--- config.mk ---
export PLATFORM = sky130hd
export DESIGN_NAME = edr_phase_symbol_mapper
export DESIGN_NICKNAME = d
export VERILOG_FILES = /design/src/epm_pkg.sv /design/src/epm_tick_if.sv /design/src/edr_phase_symbol_mapper.sv /design/src/epm_phase_map.sv /design/src/epm_sym_timer.sv
export SDC_FILE = /design/constraint.sdc
export NUM_CORES = 1
export LEC_CHECK = 0
export ABC_AREA = 1
export BUFFER_PORTS_ARGS = -buffer_cell sky130_fd_sc_hd__buf_2
export CAP_MARGIN = 20
export CORE_MARGIN = 1
export CORE_UTILIZATION = 50
export DETAILED_ROUTE_END_ITERATION = 8
export PLACE_DENSITY = 0.69
export SETUP_SLACK_MARGIN = 0.15
export SYNTH_ARGS = -nofsm -noshare
export SYNTH_HDL_FRONTEND = slang
export SYNTH_SLANG_ARGS = --single-unit
--- constraint.sdc ---
create_clock -name i_clk -period 3.62 [get_ports i_clk]
set_input_delay 0.905 -clock i_clk [delete_from_list [all_inputs] [get_ports i_clk]]
set_output_delay 0.905 -clock i_clk [all_outputs]
set_load 0.05 [all_outputs]
--- src/epm_pkg.sv ---
// Shared constants and types for the transmit symbol mapper
`default_nettype none
package epm_pkg;
    localparam int unsigned CLK_HZ       = 50_000_000;
    localparam int unsigned SYMBOL_HZ    = 1_000_000;
    localparam int unsigned SLOT_HZ_X10  = 16_000;
    localparam int unsigned SYM_CYC      = CLK_HZ / SYMBOL_HZ;
    localparam int unsigned SLOT_SYMS    = (SYMBOL_HZ * 10) / SLOT_HZ_X10;
    localparam int unsigned SYM_CNT_W    = $clog2(SYM_CYC);
    localparam int unsigned SLOT_CNT_W   = $clog2(SLOT_SYMS);

    localparam logic [1:0] BITS_BASIC    = 2'h1;
    localparam logic [1:0] BITS_DQPSK    = 2'h2;
    localparam logic [1:0] BITS_8DPSK    = 2'h3;
    localparam logic [2:0] PHASE_RESET   = 3'h0;

    // Increments in pi/4 steps, indexed by the bit group, first bit as MSB
    localparam logic [2:0] DQPSK_INC [4] = '{3'h1, 3'h3, 3'h7, 3'h5};
    localparam logic [2:0] DPSK8_INC [8] = '{3'h0, 3'h1, 3'h3, 3'h2, 3'h7, 3'h6, 3'h4, 3'h5};

    typedef enum logic [1:0] {
        EPM_RATE_BASIC,
        EPM_RATE_DQPSK,
        EPM_RATE_8DPSK
    } epm_rate_t;
endpackage
`default_nettype wire

--- src/epm_tick_if.sv ---
// Symbol and slot timing strobes between the timer and the mapper
`default_nettype none
interface epm_tick_if;
    logic restart;
    logic sym_tick;
    logic slot_tick;
    modport timer (input restart, output sym_tick, output slot_tick);
    modport user  (output restart, input sym_tick, input slot_tick);
endinterface
`default_nettype wire

--- src/edr_phase_symbol_mapper.sv ---
// Transmit symbol mapper: packet bits to FSK bits or differential phase steps
`default_nettype none
module edr_phase_symbol_mapper (
    input  wire logic               i_clk,
    input  wire logic               i_reset_n,
    input  wire logic               i_pkt_start,
    input  wire epm_pkg::epm_rate_t i_rate,
    input  wire logic               i_in_payload,
    input  wire logic               i_link_mgmt,
    input  wire logic               i_bit,
    input  wire logic               i_bit_valid,
    output logic                    o_bit_ready,
    output logic                    o_sym_valid,
    output logic                    o_is_psk,
    output logic                    o_fsk_bit,
    output logic              [2:0] o_phase_inc,
    output logic              [2:0] o_phase,
    output logic                    o_slot_start,
    output logic                    o_starved
);
    epm_tick_if tick ();

    epm_sym_timer u_timer (
        .i_clk     (i_clk),
        .i_reset_n (i_reset_n),
        .tick      (tick.timer)
    );

    assign tick.restart = i_pkt_start;

    epm_pkg::epm_rate_t eff_rate;
    logic [1:0] need;
    logic       psk_sel;
    logic       take;
    logic       fire;
    logic [2:0] map_inc;
    logic [2:0] map_bits;

    logic [2:0] col_r;
    logic [2:0] col_nxt;
    logic [1:0] cnt_r;
    logic [1:0] cnt_nxt;
    logic       ready_r;
    logic       ready_nxt;
    logic       sym_r;
    logic       sym_nxt;
    logic       psk_r;
    logic       psk_nxt;
    logic       fsk_r;
    logic       fsk_nxt;
    logic [2:0] inc_r;
    logic [2:0] inc_nxt;
    logic [2:0] phase_r;
    logic [2:0] phase_nxt;
    logic       slot_r;
    logic       slot_nxt;
    logic       starve_r;
    logic       starve_nxt;

    // Headers and link management frames never leave frequency-shift keying
    always_comb begin
        if (i_link_mgmt || !i_in_payload) begin
            eff_rate = epm_pkg::EPM_RATE_BASIC;
        end else begin
            eff_rate = i_rate;
        end
        case (eff_rate)
            epm_pkg::EPM_RATE_DQPSK: need = epm_pkg::BITS_DQPSK;
            epm_pkg::EPM_RATE_8DPSK: need = epm_pkg::BITS_8DPSK;
            default:                 need = epm_pkg::BITS_BASIC;
        endcase
        psk_sel  = (need != epm_pkg::BITS_BASIC);
        // Earliest bit of the group sits in the MSB
        map_bits = (need == epm_pkg::BITS_8DPSK) ? col_r : {1'b0, col_r[1:0]};
    end

    epm_phase_map u_map (
        .i_bits      (map_bits),
        .i_three_bit (need == epm_pkg::BITS_8DPSK),
        .o_inc       (map_inc)
    );

    always_comb begin
        take       = ready_r && i_bit_valid;
        fire       = tick.sym_tick && (cnt_r == need);
        col_nxt    = col_r;
        cnt_nxt    = fire ? 2'h0 : cnt_r;
        if (take) begin
            col_nxt = {col_r[1:0], i_bit};
            cnt_nxt = cnt_nxt + 2'h1;
        end
        sym_nxt    = fire;
        starve_nxt = tick.sym_tick && !fire;
        psk_nxt    = psk_r;
        fsk_nxt    = fsk_r;
        inc_nxt    = inc_r;
        phase_nxt  = phase_r;
        if (fire) begin
            psk_nxt = psk_sel;
            if (psk_sel) begin
                inc_nxt   = map_inc;
                phase_nxt = phase_r + map_inc;
            end else begin
                fsk_nxt   = col_r[0];
                inc_nxt   = 3'h0;
            end
        end
        // Differential chain restarts from a known reference each packet
        if (i_pkt_start) begin
            cnt_nxt   = 2'h0;
            phase_nxt = epm_pkg::PHASE_RESET;
        end
        ready_nxt  = (cnt_nxt < need);
        slot_nxt   = tick.slot_tick;
    end

    always_ff @(posedge i_clk) begin
        if (!i_reset_n) begin
            col_r    <= 3'h0;
            cnt_r    <= 2'h0;
            ready_r  <= 1'b0;
            sym_r    <= 1'b0;
            psk_r    <= 1'b0;
            fsk_r    <= 1'b0;
            inc_r    <= 3'h0;
            phase_r  <= epm_pkg::PHASE_RESET;
            slot_r   <= 1'b0;
            starve_r <= 1'b0;
        end else begin
            col_r    <= col_nxt;
            cnt_r    <= cnt_nxt;
            ready_r  <= ready_nxt;
            sym_r    <= sym_nxt;
            psk_r    <= psk_nxt;
            fsk_r    <= fsk_nxt;
            inc_r    <= inc_nxt;
            phase_r  <= phase_nxt;
            slot_r   <= slot_nxt;
            starve_r <= starve_nxt;
        end
    end

    assign o_bit_ready  = ready_r;
    assign o_sym_valid  = sym_r;
    assign o_is_psk     = psk_r;
    assign o_fsk_bit    = fsk_r;
    assign o_phase_inc  = inc_r;
    assign o_phase      = phase_r;
    assign o_slot_start = slot_r;
    assign o_starved    = starve_r;

    // Checking helpers: cycles between symbol strobes
    logic [5:0] gap_r;
    logic       gap_seen_r;
    always_ff @(posedge i_clk) begin
        if (!i_reset_n) begin
            gap_r      <= 6'h0;
            gap_seen_r <= 1'b0;
        end else if (tick.sym_tick || i_pkt_start) begin
            gap_r      <= 6'h0;
            // A strobe in the restart cycle is followed by a stretched gap, so it does not count
            gap_seen_r <= tick.sym_tick && !i_pkt_start;
        end else begin
            gap_r      <= gap_r + 6'h1;
        end
    end
endmodule
`default_nettype wire

--- src/epm_phase_map.sv ---
// Bit group to differential phase increment lookup
`default_nettype none
module epm_phase_map (
    input  wire logic [2:0] i_bits,
    input  wire logic       i_three_bit,
    output logic      [2:0] o_inc
);
    always_comb begin
        if (i_three_bit) begin
            o_inc = epm_pkg::DPSK8_INC[i_bits];
        end else begin
            // Only odd steps exist here, so no half turn can occur
            o_inc = epm_pkg::DQPSK_INC[i_bits[1:0]];
        end
    end
endmodule
`default_nettype wire

--- src/epm_sym_timer.sv ---
// Divider producing the 1 MHz symbol enable and the slot enable
`default_nettype none
module epm_sym_timer (
    input  wire logic  i_clk,
    input  wire logic  i_reset_n,
    epm_tick_if.timer  tick
);
    logic [epm_pkg::SYM_CNT_W-1:0]  div_r;
    logic [epm_pkg::SYM_CNT_W-1:0]  div_nxt;
    logic [epm_pkg::SLOT_CNT_W-1:0] slot_r;
    logic [epm_pkg::SLOT_CNT_W-1:0] slot_nxt;
    logic                           sym_r;
    logic                           sym_nxt;
    logic                           slt_r;
    logic                           slt_nxt;

    assign tick.sym_tick  = sym_r;
    assign tick.slot_tick = slt_r;

    always_comb begin
        div_nxt  = div_r + 1'b1;
        slot_nxt = slot_r;
        sym_nxt  = 1'b0;
        slt_nxt  = 1'b0;
        if (div_r == epm_pkg::SYM_CNT_W'(epm_pkg::SYM_CYC - 1)) begin
            div_nxt = '0;
            sym_nxt = 1'b1;
            if (slot_r == epm_pkg::SLOT_CNT_W'(epm_pkg::SLOT_SYMS - 1)) begin
                slot_nxt = '0;
                slt_nxt  = 1'b1;
            end else begin
                slot_nxt = slot_r + 1'b1;
            end
        end
        // A new packet realigns the symbol grid to its first bit
        if (tick.restart) begin
            div_nxt  = '0;
            slot_nxt = '0;
        end
    end

    always_ff @(posedge i_clk) begin
        if (!i_reset_n) begin
            div_r  <= '0;
            slot_r <= '0;
            sym_r  <= 1'b0;
            slt_r  <= 1'b0;
        end else begin
            div_r  <= div_nxt;
            slot_r <= slot_nxt;
            sym_r  <= sym_nxt;
            slt_r  <= slt_nxt;
        end
    end
endmodule
`default_nettype wire

Word-level counts from Yosys, hierarchy flattened
Memories as Yosys holds them, arrays and structs flattened.
Cells that the tools add are included.
{"block": "totals", "ff_bits": 35, "romBits": 24, "ram_bits": 0, "latchBits": 0, "wordCells": 60, "n_memories": 1, "output_inout_bits": 12, "inputBits": 9}
{"name": "(name not given)", "depth": 8, "width": 3, "rd": 1, "rd_ports_with_merged_regs": 0, "wr": 0, "line_no": "epm_phase_map.sv:10", "text": "o_inc = epm_pkg::DPSK8_INC[i_bits];"}
{"block": "op_classes", "mux": 16, "magnitude_cmp": 3, "n_reduce_logical": 11, "shift": 0, "eq_ne": 7, "addsub": 4, "bitwise_logic": 4, "div": 0, "mul": 0}
{"operator": "2-to-1 mux 3 bit", "count": 7}
{"operator": "adder 10 x 1 -> 10 bit (second input constant)", "count": 1}
{"operator": "== test 10 bit (second input constant)", "count": 1}
{"operator": "2-to-1 mux 10 bit", "count": 1}
{"operator": "2-to-1 mux 2 bit", "count": 4}
{"operator": "adder 6 x 1 -> 6 bit (second input constant)", "count": 1}
{"operator": "binary-select mux 3 bit (select 2 bit)", "count": 1}
{"operator": "== test 6 bit (second input constant)", "count": 1}
{"operator": "AND reduction 2 bit", "count": 3}
{"operator": "== test 2 bit (second input constant)", "count": 2}
{"operator": "greater-or-equal comparator 4 bit (second input constant)", "count": 1}
{"operator": "NOT 3 -> 4 bit", "count": 1}
{"operator": "one-hot mux 2 bit (2 select lines)", "count": 1}
{"operator": "adder 3 bit", "count": 1}
{"operator": "greater-or-equal comparator 3 bit (second input constant)", "count": 1}
{"operator": "logical AND 1 bit", "count": 3}
{"operator": "NOT 2 -> 3 bit", "count": 1}
{"operator": "OR reduction 3 bit", "count": 1}
{"operator": "adder 2 x 1 -> 2 bit (second input constant)", "count": 1}
{"operator": "== test 2 x 1 -> 1 bit (second input constant)", "count": 1}
{"operator": "== test 2 bit", "count": 1}
{"operator": "zero test 1 bit", "count": 2}
{"operator": "less-than comparator 2 bit", "count": 1}
{"operator": "2-to-1 mux 1 bit", "count": 2}
{"operator": "other kinds (4)", "count": 5}

Logic depth before layout (Yosys ltp)
Gate-level depths: netlist (run 1).
{"block": "depth", "ltp_word": 13, "depth_mapped": 15}

Modules after synthesis
From an unflattened synthesis (run 1), not the netlist that was laid out.
{"block": "unflattened", "hier_cells": 256, "hier_area_um2": 1819.2}
{"mod": "epm_sym_timer", "n_inst": 1, "area_per_inst_um2": 939.7, "cells_each": 132, "seq_area_each_um2": 360.3}
{"mod": "edr_phase_symbol_mapper", "n_inst": 1, "area_per_inst_um2": 800.8, "cells_each": 106, "seq_area_each_um2": 340.3}
{"mod": "epm_phase_map", "n_inst": 1, "area_per_inst_um2": 78.8, "cells_each": 18, "seq_area_each_um2": 0.0}

Least setup slack after synthesis (run 1)
OpenSTA, ideal clock, no wires.
{"block": "synth_path", "path_type": "input to register", "startpoint": "input i_link_mgmt", "endpoint": "register ready_r (netlist: o_bit_ready)", "slack_ps": 911, "arrival_ps": 2639, "stages": 14, "cell_sequence": "inv_1 nand3_1 ha_1 inv_2 nand2_1 nand2_2 nand3_4 nand3_1 o21ai_0 o21ai_0 nor2_1 ha_1 or2_2 a21oi_1"}
{"block": "synth_between", "elab_chain_cells": 11}
{"item": "start, declared", "line_no": "edr_phase_symbol_mapper.sv:9", "text": "input wire logic i_link_mgmt,"}
{"item": "logical OR 1 bit *", "line_no": "edr_phase_symbol_mapper.sv:62", "text": "if (i_link_mgmt || !i_in_payload) begin"}
{"item": "2-to-1 mux 2 bit *", "line_no": "edr_phase_symbol_mapper.sv:62"}
{"item": "== test 2 bit or == test 2 x 1 -> 1 bit (tied branches)", "line_no": "edr_phase_symbol_mapper.sv:67", "text": "case (eff_rate)"}
{"item": "one-hot mux 2 bit (2 select lines) *", "line_no": "edr_phase_symbol_mapper.sv:67"}
{"item": "== test 2 bit *", "line_no": "edr_phase_symbol_mapper.sv:85", "text": "fire = tick.sym_tick && (cnt_r == need);"}
{"item": "logical AND 1 bit *", "line_no": "edr_phase_symbol_mapper.sv:85"}
{"item": "2-to-1 mux 2 bit *", "line_no": "edr_phase_symbol_mapper.sv:87", "text": "cnt_nxt = fire ? 2'h0 : cnt_r;"}
{"item": "adder 2 x 1 -> 2 bit", "line_no": "edr_phase_symbol_mapper.sv:90", "text": "cnt_nxt = cnt_nxt + 2'h1;"}
{"item": "2-to-1 mux 2 bit *", "line_no": "edr_phase_symbol_mapper.sv:88", "text": "if (take) begin"}
{"item": "2-to-1 mux 2 bit *", "line_no": "edr_phase_symbol_mapper.sv:109", "text": "if (i_pkt_start) begin"}
{"item": "named net cnt_nxt[1]", "line_no": "edr_phase_symbol_mapper.sv:42", "text": "logic [1:0] cnt_nxt;"}
{"item": "less-than comparator 2 bit *", "line_no": "edr_phase_symbol_mapper.sv:113", "text": "ready_nxt = (cnt_nxt < need);"}
{"item": "end signal, assigned", "line_no": "edr_phase_symbol_mapper.sv:132", "text": "ready_r <= ready_nxt;"}
{"item": "end, declared", "line_no": "edr_phase_symbol_mapper.sv:43", "text": "logic ready_r;"}
The timed path passes the listed nets; every way through them passes the cells marked *.
A chain may end at the register's enable or synchronous reset.

Final worst setup path (run 1)
Ends and elaborated chain as after synthesis.

==> qor.yml, run 1 <==
status:
  status: "finished, final reports clean"
route:
  drt-pass1-iter-count: 4
  drt_iter0_markers: 73
  ant_nets: 0
  totalWireLength_um: 3047
  drc_errors: 0
  wl_per_cell_um: 10.40
  routed_via_density: 4.860
  num_vias: 1424
synthesis:
  synth.top_cells.by_count: "nand2_1, dfxtp_1, inv_1, nor2_1, a21oi_1"
  ys_seq_area_frac: 0.4139
  yosysTopAreaCell: "dfxtp_1"
  synth_edf_count: 0
  netlist_instances: 223
  async_flop_share: 0
  ys_types: 30
  synth.avg_cell_area_um2: 7.591
  netlist_area_um2: 1693
  synth_nets: 241
  synth.most_common_cell: "nand2_1"
  ys_seq_elements: 35
  synth_top_area_share: 0.4139
  synthesis.yosys.warnings: 0
  ys.flop_type: "dfxtp_1"
  synth_area_leaders: "dfxtp_1, nand2_1, inv_1"
run:
  cap_violations: 0
floorplan:
  ios: 21
  std_cell_rows: 20
  initial_utilization: 0.5412
  die_h_um: 60.19
  die_w_um: 60.19
  dieArea_um2: 3622
  core_um2: 3128
clock_tree:
  post-cts-setup-buffers: 0
  numClockSinks: 35
  clk_latency_ns: 0.33
  clk_pin_slew_ns: 0.09
  numCtsBuffers: 5
  root_buffer: "clkbuf_4"
  h-tree-depth: 2
  cts_tree: "built"
  ctsHoldBuffers: 0
  clock_path_buffers: 2
  post_cts_resized: 0
timing:
  slew_headroom: 0.7435
  timing_hold_violations_final: 0
  finalCritPeriodShare: 0.7327
  drv_slew: 0
  finalSetupViolCount: 0
  worst_hold_slack_ns: 0.4465
  tightest_slew_ns: 0.3843
  grt_setup_unrepaired: "false"
  fin_skew_ns: 0.009090
  final.setup.tns_ns: 0
  period_minus_slack_ns: 2.652
  max_freq_mhz: 377.0
grt:
  antenna_found_initial: 0
  grt_pass1_wl_um: 5223
  grt_max_degree: 13
  grt-ovfl-total: 0
  grt_pass1_vias: 1264
  globalRouteTotalUtil: 0.1968
pwr:
  pwr-share-clk: 0.346
  pwr_density_cell_nw_per_um2: 359.8
  p_switching_mw: 0.1618
  p_int_mw: 0.5226
  p_sw_frac: 0.2364
  leakagePower_nw: 0.7964
  seq_power_share: 0.577
  p_comb_frac: 0.077
  ir_worst_vdd_v: 0.0002184
final_layout:
  drive_gt1_frac: 0.1647
  final_util: 0.6080
  syn_to_final_growth_pct: 12.34
  finalNonFillerCells: 293
  antenna_cells: 0
  nets: 266
placement:
  hpwl_um: 2251
  portBuffers: 20
  place.gp.congestion: 0.7784
  dp.cells: 285
critical_path:
  cp-start-kind: "input port"
  reg2reg_depth: 11
  criticalPathCategory: "in -> reg"
  critPathRequiredTime_ns: 3.89
  critPathArrivalTime_ns: 2.92
  end_kind: "register"
  cp_max_fo: 9
worst_hold_path:
  worstHoldPathCells: 2
  worstHoldPathType: "reg -> reg"
==> cells by family (layout without fill, tap and decap cells) <==
group | count (synthesis) | after routing | synth area share
and+or+nand+nor | 107 | 107 | 0.3053
AOI/OAI and AO/OA | 32 | 32 | 0.09757
DFF | 35 | 35 | 0.4139
buffers and inverters | 34 | 60 | 0.08130
xor gates and xnor gates | 6 | 6 | 0.03104
adders and majority gates | 9 | 9 | 0.07096
==> layout make-up <==
class	count	area, um2
Sequential cell	35	700.7
Fill cell	295	1226
Tap cell	44	55.05
Timing Repair Buffer	20	100.1
Clock buffer	8	68.82
Multi-Input combinational cell	154	854.6
Inverter	32	122.6
==> flip-flops by register name (all words and copies together), names as in the netlist <==
name                    count
u_timer.slot_r             10
u_timer.div_r               6
col_r                       3
o_phase                     3
o_phase_inc                 3
cnt_r                       2
o_bit_ready                 1
o_fsk_bit                   1
o_is_psk                    1
o_slot_start                1
o_starved                   1
o_sym_valid                 1
u_timer.tick.slot_tick      1
u_timer.tick.sym_tick       1
==> power by group through the flow <==
stage / Clock, mW / Sequential, mW / Combinational, mW
final: 0.237 / 0.395 / 0.0525
after global routing: 0.266 / 0.396 / 0.0594
after CTS: 0.247 / 0.395 / 0.0530
after detailed placement: 0 / 0.404 / 0.0525
after global placement: 0 / 0.404 / 0.0524
after floorplan: 0 / 0.406 / 0.0353
==> worst max-delay path, stage by stage <==
cell	delay (ns)
buf_2	0.09
inv_1	0.06
nand3_1	0.09
ha_1	0.37
inv_2	0.13
nand2_1	0.08
nand2_2	0.09
nand3_4	0.14
nand3_1	0.13
o21ai_0	0.08
o21ai_0	0.12
nor2_1	0.07
ha_1	0.19
or2_2	0.28
a21oi_1	0.10
==> per-layer routing <==
layer	part of all wire	global-route usage	up-vias
met5	0	0	-
met1	0.48	0.2324	620
li1	-	-	767
met2	0.46	0.3297	33
met3	0.049	0.04545	4
met4	0.010	0.09967	0
==> path summary, 6_finish.rpt <==
kind	from	to	slack, ns
worst max-delay path	i_link_mgmt	o_bit_ready$_SDFF_PN0_	0.97
worst min-delay path	u_timer.tick.slot_tick$_SDFF_PN0_	o_slot_start$_SDFF_PN0_	0.45
worst max register to register	col_r[0]$_SDFFE_PN0P_	o_phase[2]$_SDFFE_PP0P_	1.73
worst min register to register	u_timer.tick.slot_tick$_SDFF_PN0_	o_slot_start$_SDFF_PN0_	0.45
==> cell usage in the layout (no fill, tap or decap), types with 5 or more instances in the layout <==
| cell | count |
|---|---|
| nand2_1 | 44 |
| dfxtp_1 | 35 |
| inv_1 | 30 |
| nor2_1 | 21 |
| buf_2 | 20 |
| a21oi_1 | 18 |
| nand3_1 | 17 |
| o21ai_0 | 12 |
| ha_1 | 8 |
| nor3_1 | 5 |
| clkbuf_4 | 5 |
==> metrics by stage <==
step	setup slack, ns	instance area (um2)	total power [mW]
2_1_floorplan	0.9113	1693	0.4415
3_5_place_dp	0.6117	1833	0.4563
4_1_cts	0.9704	1902	0.6951
5_1_grt	0.7461	1902	0.7212
3_3_place_gp	0.7068	1833	0.4562
6_report	0.9676	1902	0.6844
(Power assumes the default switching activity.)
==> run 2, diff against run 1 <==
--- a/config.mk
+++ b/config.mk
@@ -11,7 +11,7 @@
 export CORE_MARGIN = 1
 export CORE_UTILIZATION = 50
 export DETAILED_ROUTE_END_ITERATION = 8
-export PLACE_DENSITY = 0.69
+export PLACE_DENSITY = 0.72
 export SETUP_SLACK_MARGIN = 0.15
 export SYNTH_ARGS = -nofsm -noshare
 export SYNTH_HDL_FRONTEND = slang
==> constraint.sdc (replaced) <==
create_clock -name i_clk -period 2.4 [get_ports i_clk]
set_input_delay 0.6 -clock i_clk [delete_from_list [all_inputs] [get_ports i_clk]]
set_output_delay 0.6 -clock i_clk [all_outputs]
set_load 0.05 [all_outputs]
==> qor.yml, run 2 (synthesis gave the netlist of run 1 again) <==
route:
  wl_per_cell_um: 10.45  # +0.48%
  drt-pass1-iter-count: 4  # unchanged
  num_vias: 1461  # +2.6%
  ant_nets: 0  # unchanged
  totalWireLength_um: 3093  # +1.5%
  drc_errors: 0  # unchanged
  drt_iter0_markers: 83  # +14%
  routed_via_density: 4.936  # +1.6%
critical_path:
  cp-start-kind: "input port"
  reg2reg_depth: 11  # unchanged
  crit_chain: "buf_2 > inv_4 > nand3_2 > inv_2 > ha_4 > inv_4 > nand2_2 > nand2_2 > nand3_4 > nand3_2 > o21ai_1 > o21ai_1 > nor2_1 > ha_2 > or2_2 > a21oi_1"
  r2r_slack_ns: 0.50  # -1.23 ns
  criticalPathCategory: "in -> reg"
  critPathArrivalTime_ns: 2.32  # -0.60 ns
  end_kind: "register"
  slowest_stage: "or2_2"
  cp_max_fo: 4  # -5
  r2r_end: "o_phase[2]$_SDFFE_PP0P_"
  cpPeakStageDelay_ns: 0.28  # -0.09 ns
  critPathRequiredTime_ns: 2.67  # -1.22 ns
  reg2reg_from: "col_r[0]$_SDFFE_PN0P_"
grt:
  grt-ovfl-total: 0  # unchanged
  grt_pass1_vias: 1323  # +4.7%
  globalRouteTotalUtil: 0.2021  # +0.005319
  grt_pass1_wl_um: 5423  # +3.8%
  antenna_found_initial: 0  # unchanged
  grt_max_degree: 13  # unchanged
clock_tree:
  h-tree-depth: 2  # unchanged
  clock_path_buffers: 2  # unchanged
  cts_tree: "built"
  numCtsBuffers: 5  # unchanged
  clk_latency_ns: 0.34  # about the same
  numClockSinks: 35  # unchanged
  post-cts-setup-buffers: 0  # unchanged
  ctsHoldBuffers: 0  # unchanged
  post_cts_resized: 0  # unchanged
  root_buffer: "clkbuf_4"
  clk_pin_slew_ns: 0.11  # +0.02 ns
pwr:
  pwr_density_cell_nw_per_um2: 507.8  # +41%
  leakagePower_nw: 0.8005  # +0.52%
  ir_worst_vdd_v: 0.0003470  # +59%
floorplan:
  ios: 21  # unchanged
  dieArea_um2: 3622  # unchanged
  initial_utilization: 0.5412  # unchanged
  core_um2: 3128  # unchanged
  std_cell_rows: 20  # unchanged
  die_w_um: 60.19  # unchanged
  die_h_um: 60.19  # unchanged
final_layout:
  finalNonFillerCells: 296  # +1.0%
  nets: 269  # +1.1%
  seq_area_um2: 700.7  # unchanged
  antenna_cells: 0  # unchanged
  largest_reg_flops: 10  # unchanged
  nFillCells: 281  # -4.7%
  top_register: "u_timer.slot_r"
  layout_commonest_cell: "nand2_1"
  reg.largest.list: "u_timer.slot_r: 10 flops, u_timer.div_r: 6 flops"
  multi_input_area_um2: 887.1  # +3.8%
  drive_gt1_frac: 0.2024  # +0.03772
  final_cell_mix: "nand2_1, dfxtp_1, inv_1, nor2_1, buf_2"
  syn_to_final_growth_pct: 14.78
  final_util: 0.6212  # +0.01320
  fin_area_um2: 1943  # +2.2%
timing:
  finalCritPeriodShare: 0.8520
  fin_skew_ns: 0.01129  # +0.002202 ns
  drv_slew: 0  # unchanged
  slew_headroom: 0.7472  # +0.003707
  finalSetupViolCount: 0  # unchanged
  worst_hold_slack_ns: 0.4309  # -0.01562 ns
  grt_setup_unrepaired: "false"
  max_freq_mhz: 489.1
  tightest_slew_ns: 0.3752  # -0.009102 ns
  period_minus_slack_ns: 2.045
  timing_hold_violations_final: 0  # unchanged
status:
  status: "finished, final reports clean"
placement:
  hpwl_um: 2312  # +2.7%
  place.gp.congestion: 0.7949  # +2.1%
  dp.cells: 288  # +1.1%
  placed_cell_area_um2: 1893  # +3.3%
  portBuffers: 20  # unchanged
worst_hold_path:
  worstHoldEndpoint: "o_slot_start$_SDFF_PN0_"
  min_from: "u_timer.tick.slot_tick$_SDFF_PN0_"
  worstHoldPathType: "reg -> reg"
  worstHoldPathCells: 2  # unchanged
run:
  cap_violations: 0  # unchanged
run 2: cell types whose count changed in the layout (fill, tap and decap cells not counted), moves of 2 or more:
cell | previous run | this run
nand3_1 | 17 | 14
nand3_2 | 1 | 4
o21ai_1 | 0 | 2
ha_1 | 8 | 6
inv_4 | 1 | 3
inv_1 | 30 | 28
clkbuf_8 | 2 | 0
o21ai_0 | 12 | 10
buf_4 | 0 | 3
run 2: cell type report:
class                           instances  area share
Sequential cell                        35      0.3606
Tap cell                               44     0.02833
Inverter                               32     0.06568
Clock inverter                          1    0.002576
Clock buffer                            7     0.02318
Multi-Input combinational cell        154      0.4565
Timing Repair Buffer                   23     0.06310
run 2: critical path: cells and delay by family:
family | cells | cell delay, ns
AOI/OAI and AO/OA | 3 | 0.27
adders and majority gates | 2 | 0.39
buffers and inverters | 4 | 0.29
and+or+nand+nor | 7 | 0.78
run 2: per-stage QoR:
| step | power, mW | setup slack (ns) | TNS, ns |
|---|---|---|---|
| floorplan | 0.6710 | 0.1595 | 0 |
| global placement | 0.6956 | 0.05012 | 0 |
| detailed placement | 0.6966 | -0.001585 | -0.001585 |
| CTS | 1.003 | 0.3543 | 0 |
| global route | 1.042 | 0.1734 | 0 |
| finish | 0.9867 | 0.3553 | 0 |
run 2: worst max-delay path by stage:
stage / cells past startpoint / start / end / slack [ns]
after floorplan: 15 / i_link_mgmt / o_bit_ready$_SDFF_PN0_ / 0.16
after global placement: 16 / i_link_mgmt / o_bit_ready$_SDFF_PN0_ / 0.05
after detailed placement: 16 / i_link_mgmt / o_bit_ready$_SDFF_PN0_ / -0.002
after CTS: 16 / i_link_mgmt / o_bit_ready$_SDFF_PN0_ / 0.35
after global routing: 15 / i_link_mgmt / o_bit_ready$_SDFF_PN0_ / 0.17
final: 16 / i_link_mgmt / o_bit_ready$_SDFF_PN0_ / 0.36
run 2: routing by layer:
layer,vias up,global-route usage,routed length [um]
met2,28,0.3297,1435
met5,-,0,0
li1,775,-,-
met4,0,0.08306,33
met3,4,0.07143,114
met1,654,0.2385,1510
run 2: power by group:
part / internal (mW) / switching, mW
Sequential: 0.588 / 0.00762
Clock: 0.114 / 0.189
Combinational: 0.0327 / 0.0547
Total: 0.735 / 0.252
